[config.mk]
export PLATFORM = sky130hd
export DESIGN_NAME = phyan_regs
export DESIGN_NICKNAME = d
export VERILOG_FILES = /design/src/hdl/phyan_regs_pkg.sv /design/src/hdl/phyan_regs.sv
export SDC_FILE = /design/constraint.sdc
export NUM_CORES = 1
export LEC_CHECK = 0
export ABC_AREA = 1
export BUFFER_PORTS_ARGS = -buffer_cell sky130_fd_sc_hd__buf_2
export CAP_MARGIN = 20
export CORE_MARGIN = 2
export CORE_UTILIZATION = 30
export DETAILED_ROUTE_END_ITERATION = 8
export GPL_ROUTABILITY_DRIVEN = 0
export HOLD_SLACK_MARGIN = 0.15
export PLACE_DENSITY = 0.49
export SETUP_SLACK_MARGIN = 0.1
export SLEW_MARGIN = 10
export SYNTH_ARGS = -nofsm -noshare
export SYNTH_HDL_FRONTEND = slang
export SYNTH_SLANG_ARGS = --single-unit
[constraint.sdc]
create_clock -name core_clk_in -period 1.01 [get_ports core_clk_in]
set_input_delay 0.101 -clock core_clk_in [delete_from_list [all_inputs] [get_ports core_clk_in]]
set_output_delay 0.101 -clock core_clk_in [all_outputs]
set_load 0.05 [all_outputs]
[src/hdl/phyan_regs_pkg.sv]
package phyan_regs_pkg;

    localparam int ADDR_W = 14;
    localparam int DATA_W = 16;

    // Address is {bank, offset}: the bank selects a group, the offset a register in it.
    localparam logic [5:0] BANK_P2_MII = 6'h2E;
    localparam logic [5:0] BANK_PHY_SPECIAL = 6'h2F;
    localparam logic [5:0] BANK_P1_ALIAS = 6'h31;
    localparam logic [5:0] BANK_P2_ALIAS = 6'h33;

    localparam logic [7:0] OFS_P2_ADVERTISE = 8'h08;
    localparam logic [7:0] OFS_P2_PARTNER = 8'h0A;
    localparam logic [7:0] OFS_P1_SPECIAL = 8'h02;
    localparam logic [7:0] OFS_P1_ALIAS_CTRL = 8'h00;
    localparam logic [7:0] OFS_P1_ALIAS_STAT = 8'h04;
    localparam logic [7:0] OFS_P2_ALIAS_CTRL = 8'h02;
    localparam logic [7:0] OFS_P2_ALIAS_STAT = 8'h04;

    // Ability field positions in the advertisement and partner words.
    localparam int POS_PAUSE = 10;
    localparam int POS_RSVD_ADV = 9;
    localparam int POS_F100 = 8;
    localparam int POS_H100 = 7;
    localparam int POS_F10 = 6;
    localparam int POS_H10 = 5;
    localparam logic [4:0] SELECTOR_8023 = 5'h01;

    // Ability positions in the port 2 alias view.
    localparam int ALS_PAUSE = 4;
    localparam int ALS_F100 = 3;
    localparam int ALS_H100 = 2;
    localparam int ALS_F10 = 1;
    localparam int ALS_H10 = 0;

    // Port 1 special register positions.
    localparam int POS_POL_REV = 5;
    localparam int POS_XOVER = 4;
    localparam int POS_FORCE_LINK = 3;
    localparam int POS_PWR_SAVE_DIS = 2;
    localparam int POS_REM_LOOP = 1;
    localparam int POS_RSVD_SPC = 0;

    // Port 1 alias view positions.
    localparam int ALS_POL_REV = 13;
    localparam int ALS_XOVER = 7;
    localparam int ALS_FORCE_LINK = 11;
    localparam int ALS_PWR_SAVE_DIS = 10;
    localparam int ALS_REM_LOOP = 9;

    typedef struct packed {
        logic pause;
        logic f100;
        logic h100;
        logic f10;
        logic h10;
    } phyan_ability_t;

    typedef struct packed {
        logic force_link;
        logic pwr_save_dis;
        logic rem_loop;
    } phyan_p1_ctrl_t;

    typedef struct packed {
        logic pol_rev;
        logic crossover_state_flag;
    } phyan_p1_stat_t;

    localparam phyan_ability_t ADV_RESET = '{pause: 1'b1, f100: 1'b1, h100: 1'b1, f10: 1'b1, h10: 1'b1};
    localparam phyan_p1_ctrl_t P1_CTRL_RESET = '{force_link: 1'b0, pwr_save_dis: 1'b1, rem_loop: 1'b0};
    localparam logic RSVD_RW_RESET = 1'b0;

    // Places the five ability bits and the selector into a 16-bit MII view.
    function automatic logic [DATA_W-1:0] phyan_mii_word(input phyan_ability_t ab, input logic rsvd);
        logic [DATA_W-1:0] w;
        w = 16'h0000;
        w[4:0] = SELECTOR_8023;
        w[POS_PAUSE] = ab.pause;
        w[POS_RSVD_ADV] = rsvd;
        w[POS_F100] = ab.f100;
        w[POS_H100] = ab.h100;
        w[POS_F10] = ab.f10;
        w[POS_H10] = ab.h10;
        return w;
    endfunction : phyan_mii_word

    // Places the five ability bits at the low end of the alias view.
    function automatic logic [DATA_W-1:0] phyan_alias_word(input phyan_ability_t ab);
        logic [DATA_W-1:0] w;
        w = 16'h0000;
        w[ALS_PAUSE] = ab.pause;
        w[ALS_F100] = ab.f100;
        w[ALS_H100] = ab.h100;
        w[ALS_F10] = ab.f10;
        w[ALS_H10] = ab.h10;
        return w;
    endfunction : phyan_alias_word

endpackage : phyan_regs_pkg

[src/hdl/phyan_regs.sv]
// Strobed register access is this design's own decision.
`timescale 1ns/1ps
// Summary of operation
// - Advertise pause bit 10, RW, reset 1
// - Advertise 100 full bit 8, RW, reset 1
// - Advertise 100 half bit 7, RW, reset 1
// - Advertise 10 full bit 6, RW, reset 1
// - Advertise 10 half bit 5, RW, reset 1
// - Advertise low bits read 0x01; NP/RF zero
// - Partner pause in bit 10, read-only
// - Partner 100 full in bit 8, read-only
// - Partner 100 half in bit 7, read-only
// - Partner 10 full in bit 6, read-only
// - Partner 10 half in bit 5, read-only
// - Partner bits 15..13 zero, low bits 0x01
// - Port 1 bit 5 shows reversed polarity
// - Port 1 bit 4: 1 MDI, 0 MDI-X
// - Port 1 bit 3 forces link pass
// - Port 1 bit 2 disables power saving
// - Port 1 bit 1 enables remote loopback
module phyan_regs
    import phyan_regs_pkg::*;
(
    input wire logic core_clk_in,
    input wire logic arst_n_in,
    input wire logic [ADDR_W-1:0] addr_in,
    input wire logic [DATA_W-1:0] wdata_in,
    input wire logic wr_in,
    input wire logic rd_in,
    output logic [DATA_W-1:0] rdata_out,
    input wire phyan_ability_t partner_ability_in,
    input wire phyan_p1_stat_t port1_status_in,
    output phyan_ability_t port2_advertise_out,
    output phyan_p1_ctrl_t port1_ctrl_out
);

    // Partner and status bits come from PHY logic outside this clock, so each bit is synchronised.
    phyan_ability_t partner_meta_r;
    phyan_ability_t partner_sync_r;
    phyan_p1_stat_t status_meta_r;
    phyan_p1_stat_t status_sync_r;

    phyan_ability_t adv_r;
    phyan_ability_t adv_nxt;
    logic adv_rsvd_r;
    logic adv_rsvd_nxt;
    phyan_p1_ctrl_t p1_ctrl_r;
    phyan_p1_ctrl_t p1_ctrl_nxt;
    logic p1_rsvd_r;
    logic p1_rsvd_nxt;
    logic [DATA_W-1:0] rdata_r;
    logic [DATA_W-1:0] rdata_nxt;

    wire logic [5:0] bank = addr_in[ADDR_W-1:8];
    wire logic [7:0] ofs = addr_in[7:0];

    // Every decode compares the whole address, so at most one hit is ever high.
    function automatic logic phyan_reg_hit(input logic [5:0] bk, input logic [7:0] of, input logic [5:0] want_bk,
            input logic [7:0] want_of);
        return (bk == want_bk) && (of == want_of);
    endfunction : phyan_reg_hit

    wire logic hit_adv = phyan_reg_hit(bank, ofs, BANK_P2_MII, OFS_P2_ADVERTISE);
    wire logic hit_partner = phyan_reg_hit(bank, ofs, BANK_P2_MII, OFS_P2_PARTNER);
    wire logic hit_p1_spc = phyan_reg_hit(bank, ofs, BANK_PHY_SPECIAL, OFS_P1_SPECIAL);
    wire logic hit_p2_als_ctrl = phyan_reg_hit(bank, ofs, BANK_P2_ALIAS, OFS_P2_ALIAS_CTRL);
    wire logic hit_p2_als_stat = phyan_reg_hit(bank, ofs, BANK_P2_ALIAS, OFS_P2_ALIAS_STAT);
    wire logic hit_p1_als_ctrl = phyan_reg_hit(bank, ofs, BANK_P1_ALIAS, OFS_P1_ALIAS_CTRL);
    wire logic hit_p1_als_stat = phyan_reg_hit(bank, ofs, BANK_P1_ALIAS, OFS_P1_ALIAS_STAT);

    // Both views of the advertisement land in the same flip-flops.
    wire logic wr_adv = wr_in && hit_adv;
    wire logic wr_adv_als = wr_in && hit_p2_als_ctrl;
    wire logic wr_p1 = wr_in && hit_p1_spc;
    wire logic wr_p1_als = wr_in && hit_p1_als_ctrl;

    // Advertisement write data, taken from whichever view was addressed.
    wire phyan_ability_t adv_from_mii = '{
        pause: wdata_in[POS_PAUSE],
        f100: wdata_in[POS_F100],
        h100: wdata_in[POS_H100],
        f10: wdata_in[POS_F10],
        h10: wdata_in[POS_H10]
    };
    wire phyan_ability_t adv_from_als = '{
        pause: wdata_in[ALS_PAUSE],
        f100: wdata_in[ALS_F100],
        h100: wdata_in[ALS_H100],
        f10: wdata_in[ALS_F10],
        h10: wdata_in[ALS_H10]
    };

    wire phyan_p1_ctrl_t p1_from_spc = '{
        force_link: wdata_in[POS_FORCE_LINK],
        pwr_save_dis: wdata_in[POS_PWR_SAVE_DIS],
        rem_loop: wdata_in[POS_REM_LOOP]
    };
    wire phyan_p1_ctrl_t p1_from_als = '{
        force_link: wdata_in[ALS_FORCE_LINK],
        pwr_save_dis: wdata_in[ALS_PWR_SAVE_DIS],
        rem_loop: wdata_in[ALS_REM_LOOP]
    };

    // Read-only bits are never in any write path, so they keep their fixed values.
    assign adv_nxt = wr_adv ? adv_from_mii : (wr_adv_als ? adv_from_als : adv_r);
    assign adv_rsvd_nxt = wr_adv ? wdata_in[POS_RSVD_ADV] : adv_rsvd_r;
    assign p1_ctrl_nxt = wr_p1 ? p1_from_spc : (wr_p1_als ? p1_from_als : p1_ctrl_r);
    assign p1_rsvd_nxt = wr_p1 ? wdata_in[POS_RSVD_SPC] : p1_rsvd_r;

    // Read views of each register.
    wire logic [DATA_W-1:0] adv_word = phyan_mii_word(adv_r, adv_rsvd_r);
    wire logic [DATA_W-1:0] partner_word = phyan_mii_word(partner_sync_r, 1'b0);
    wire logic [DATA_W-1:0] adv_als_word = phyan_alias_word(adv_r);
    wire logic [DATA_W-1:0] partner_als_word = phyan_alias_word(partner_sync_r);

    logic [DATA_W-1:0] p1_spc_word;
    logic [DATA_W-1:0] p1_als_ctrl_word;
    logic [DATA_W-1:0] p1_als_stat_word;

    always_comb begin
        p1_spc_word = 16'h0000;
        p1_spc_word[POS_POL_REV] = status_sync_r.pol_rev;
        p1_spc_word[POS_XOVER] = status_sync_r.crossover_state_flag;
        p1_spc_word[POS_FORCE_LINK] = p1_ctrl_r.force_link;
        p1_spc_word[POS_PWR_SAVE_DIS] = p1_ctrl_r.pwr_save_dis;
        p1_spc_word[POS_REM_LOOP] = p1_ctrl_r.rem_loop;
        p1_spc_word[POS_RSVD_SPC] = p1_rsvd_r;
    end

    always_comb begin
        p1_als_ctrl_word = 16'h0000;
        p1_als_ctrl_word[ALS_FORCE_LINK] = p1_ctrl_r.force_link;
        p1_als_ctrl_word[ALS_PWR_SAVE_DIS] = p1_ctrl_r.pwr_save_dis;
        p1_als_ctrl_word[ALS_REM_LOOP] = p1_ctrl_r.rem_loop;
    end

    always_comb begin
        p1_als_stat_word = 16'h0000;
        p1_als_stat_word[ALS_POL_REV] = status_sync_r.pol_rev;
        p1_als_stat_word[ALS_XOVER] = status_sync_r.crossover_state_flag;
    end

    // Unmapped addresses read as zero.
    assign rdata_nxt = !rd_in ? 16'h0000 :
        hit_adv ? adv_word :
        hit_partner ? partner_word :
        hit_p1_spc ? p1_spc_word :
        hit_p2_als_ctrl ? adv_als_word :
        hit_p2_als_stat ? partner_als_word :
        hit_p1_als_ctrl ? p1_als_ctrl_word :
        hit_p1_als_stat ? p1_als_stat_word : 16'h0000;

    // Only the second stage is read; the first may be metastable for a cycle.
    always_ff @(posedge core_clk_in or negedge arst_n_in) begin
        if (!arst_n_in) begin
            partner_meta_r <= '0;
            partner_sync_r <= '0;
        end else begin
            partner_meta_r <= partner_ability_in;
            partner_sync_r <= partner_meta_r;
        end
    end

    always_ff @(posedge core_clk_in or negedge arst_n_in) begin
        if (!arst_n_in) begin
            status_meta_r <= '0;
            status_sync_r <= '0;
        end else begin
            status_meta_r <= port1_status_in;
            status_sync_r <= status_meta_r;
        end
    end

    always_ff @(posedge core_clk_in or negedge arst_n_in) begin
        if (!arst_n_in) begin
            adv_r <= ADV_RESET;
        end else begin
            adv_r <= adv_nxt;
        end
    end

    always_ff @(posedge core_clk_in or negedge arst_n_in) begin
        if (!arst_n_in) begin
            adv_rsvd_r <= RSVD_RW_RESET;
        end else begin
            adv_rsvd_r <= adv_rsvd_nxt;
        end
    end

    always_ff @(posedge core_clk_in or negedge arst_n_in) begin
        if (!arst_n_in) begin
            p1_ctrl_r <= P1_CTRL_RESET;
        end else begin
            p1_ctrl_r <= p1_ctrl_nxt;
        end
    end

    always_ff @(posedge core_clk_in or negedge arst_n_in) begin
        if (!arst_n_in) begin
            p1_rsvd_r <= RSVD_RW_RESET;
        end else begin
            p1_rsvd_r <= p1_rsvd_nxt;
        end
    end

    always_ff @(posedge core_clk_in or negedge arst_n_in) begin
        if (!arst_n_in) begin
            rdata_r <= 16'h0000;
        end else begin
            rdata_r <= rdata_nxt;
        end
    end

    // Read data stands for exactly one cycle after the read strobe, zero otherwise.
    assign rdata_out = rdata_r;
    assign port2_advertise_out = adv_r;
    assign port1_ctrl_out = p1_ctrl_r;

endmodule : phyan_regs

==> results.py <==
metrics = {
    "run_status": {
        "run_status": "complete, but fails checks",
        "violations_in_the_final_reports": "negative setup slack",
    },
    "clock_tree": {
        "numClockSinks": 37,
        "cts.path.max_buffers": 2,
        "clkLatencyLatePin_ns": 0.28,
        "inserted_clock_buffers": 5,
        "cts_tree": "done",
        "clock_tree.root_cell": "clkbuf_8",
        "worst_setup_hold_path_clk_slew_ns": 0.07,
        "cts_htree_levels": 2,
    },
    "critical_path": {
        "cp_num_buf_inv": 1,
        "cpPeakStageDelay_ns": 0.59,
        "cp-end-kind": "output port",
        "crit_path_max_fanout": 4,
        "crit_required_ns": 0.91,
        "timing.critical_path.max_delay_family": "flip-flops",
        "critical-path-slowest-cell": "dfstp_2",
        "setup.worst_path.class": "reg2out",
        "cp_data_arrival_time_ns": 1.03,
        "crit_path_start_kind": "flip-flop",
        "cp_cell_sequence": "buf_8",
    },
    "grt": {
        "globalRouteTotalUtil_pct": 15.7,
        "number_of_antenna_violations_at_the_first_check_in_global_routing": 0,
        "globalRouteMet2Util_pct": 26.8,
        "global_route.usage.met1_pct": 19.8,
        "grt_first_pass_wirelength_um": 8010,
        "global_route_layer_with_the_greatest_usage": "met2",
        "gr_ovfl_total": 0,
        "grt_max_degree": 38,
        "global_route.usage.met3_pct": 4.24,
        "vias_in_the_first_global_route": 1745,
    },
    "routing": {
        "drt_drc_violations_left": 0,
        "routed_via_density": 4.21,
        "drtPass1Iterations": 4,
        "route.final.wire_length_um": 4890,
        "drt_first_iter_violations": 66,
        "routed_wirelength_normalized_by_instance_count_um": 11.8,
        "detail-route-antenna-nets": 0,
        "route.vias.total": 1746,
    },
    "synthesis": {
        "syn_area_mm2": 0.00185,
        "synth.distinct_cells": 27,
        "synthesis.area_per_instance_um2": 7.93,
        "synth.area.mux_share_pct": 0,
        "synthDominantCellAreaShare_pct": 42.0,
        "synth_compound_gate_area_share_pct": 4.81,
        "yosys_warnings": 0,
        "synth-seq-area-share_pct": 50.5,
        "synth-seq-cells": 37,
        "area_share_of_xor_xnor_cells_in_the_synthesized_design_pct": 0,
        "post-synth-top-area-cell": "dfrtp_1",
        "largest_family_of_logic_cells_by_synthesized_area": "simple AND/OR/NAND/NOR gates",
        "fraction_of_synthesis_flops_using_an_asynchronous_set_or_reset_pin_pct": 100,
        "postSynth.topFlopCell": "dfrtp_1",
        "post_synth_main_area_contributors": "dfrtp_1 (42%), nand2_1 (17%), dfstp_2 (8.5%)",
        "netlist_instances": 233,
        "synth_enable_flop_cells": 0,
        "yosys.area_share.simple_pct": 36.0,
        "synth-adder-area-share_pct": 0,
    },
    "sta": {
        "min_period_over_period_pct": 112,
        "final_worst_clock_skew_ns": 0.00417,
        "final-setup-viol-count": 7,
        "grt_setup_unrepaired": "true",
        "drv_slew": 0,
        "finalHoldViolCount": 0,
        "finalWorstSetupSlack_ns": -0.123,
        "finalHoldWorstSlack_ns": 0.162,
        "finalCriticalPeriod_ns": 1.13,
        "upper_clock_frequency_limit_mhz": 883,
    },
    "power": {
        "power_per_cell_area_mw_per_mm2": 919,
        "power.static_leakage_nw": 1.65,
        "peakVddDrop_uv": 738,
    },
    "finish": {
        "stdcell_area_mm2": 0.00316,
        "final_layout_size_suffix_gt1_share_pct": 47.4,
        "insertedDiodeCount": 0,
        "nets": 380,
        "area_growth_syn_to_layout_pct": 71.2,
    },
    "floorplan": {
        "core_area_mm2": 0.00592,
        "rows": 28,
        "floorplan.die.height_um": 82.5,
        "fp.dieArea_mm2": 0.00680,
        "die-width_um": 82.5,
        "pin_count": 65,
        "start_util_pct": 31.2,
    },
    "place": {
        "hpwlAfterDp_um": 3440,
        "detailed_place.area_mm2": 0.00235,
        "numPortBuffers": 57,
    },
    "hold_path": {
        "timing.hold.worst.class": "in2reg",
    },
    "run": {
        "max-cap-violations": 0,
    },
}
==> kinds of logic after synthesis <==
kind of cell,count (synthesis)
buffers and inverters,34
AND/OR/NAND/NOR,147
AO/OA/AOI/OAI,14
flip-flops,37
other,1
==> cell usage in the layout, fill, tap and decap left out, types with 2 or more instances in the layout <==
master,count
nand2_4,7
nor2_1,22
nor2_2,5
buf_4,14
buf_2,28
nor2_4,11
buf_8,8
clkinvlp_4,3
nand3_2,6
clkbuf_8,5
nand2_2,16
nor3_1,2
dfstp_2,6
nand3_1,10
o21a_1,3
a21oi_2,2
dfrtp_1,29
inv_2,8
inv_1,17
conb_1,3
o21bai_1,2
buf_6,29
buf_12,3
dlygate4sd3_1,21
nand2_1,65
dfrtp_2,2
==> registers in the layout, indices dropped and copies added (netlist names) <==
register             flops
adv_rsvd_r               1
p1_als_stat_word         2
p1_rsvd_r                1
partner_als_word         5
partner_meta_r           5
port1_ctrl_out           3
port2_advertise_out      5
rdata_out               13
status_meta_r            2
==> per-layer routing <==
metal  wire length, um  vias up
met5                 0        -
met4                31        0
met3               170        5
met2              2520       31
met1              2170      792
li1                  -      918
==> Yosys cell counts, types with 5 or more instances <==
| cell type | n |
|---|---|
| nand2_2 | 5 |
| inv_2 | 7 |
| nor2_1 | 30 |
| nand3_2 | 5 |
| dfstp_2 | 6 |
| dfrtp_1 | 31 |
| nand3_1 | 12 |
| inv_1 | 20 |
| nand2_1 | 82 |
| nor2_2 | 5 |
==> final cells by class <==
type	instances	area (um2)
inverters	28	128
clock inverters	3	22.5
fillers	533	2760
repair buffers	103	962
well taps	75	93.8
clock buffers	5	68.8
multi-input cells	164	952
flip-flops and latches	37	936
==> power by group <==
group / total [mW] / switching, mW / internal, mW / leakage (nW)
Sequential: 1.52 / 0.0119 / 1.51 / 0.459
Clock: 0.999 / 0.516 / 0.483 / 0.0364
Combinational: 0.385 / 0.200 / 0.185 / 1.16
==> worst paths after layout <==
path                                        start                endpoint  slack, ns  cells after the start
min reg2reg                      status_meta_r[0]     p1_als_stat_word[7]       0.35                      0
min in group asynchronous               arst_n_in     partner_als_word[4]       0.30                      3
min                                         rd_in            rdata_out[7]       0.16                      5
max                        port2_advertise_out[0]  port2_advertise_out[0]      -0.12                      1
max in group asynchronous               arst_n_in  port2_advertise_out[4]       0.46                      3
max reg2reg                port2_advertise_out[0]            rdata_out[0]      -0.04                      6
==> repair_timing <==
item / in CTS / in global routing
resized for setup: 71 / 48
setup endpoints to repair: 36 / 42
pin swaps: 10 / 23
hold buffers: 21 / 0
setup buffers: 8 / 6
endpoints found under the hold margin: 58 / 0
==> per-stage QoR <==
step | setup TNS [ns] | worst slack [ns] | total power, mW | util (%) | instances
2_1_floorplan | -0.104 | -0.0829 | 1.67 | - | 235
3_3_place_gp | -4.37 | -0.251 | 1.82 | 39.7 | 373
3_5_place_dp | -4.58 | -0.288 | 1.82 | 39.7 | 373
4_1_cts | -0.656 | -0.124 | 2.90 | 49.9 | 410
5_1_grt | -1.09 | -0.196 | 3.06 | 53.4 | 415
6_report | -0.610 | -0.123 | 2.91 | 53.4 | 415
No activity file was read; power rests on OpenSTA's default activity.
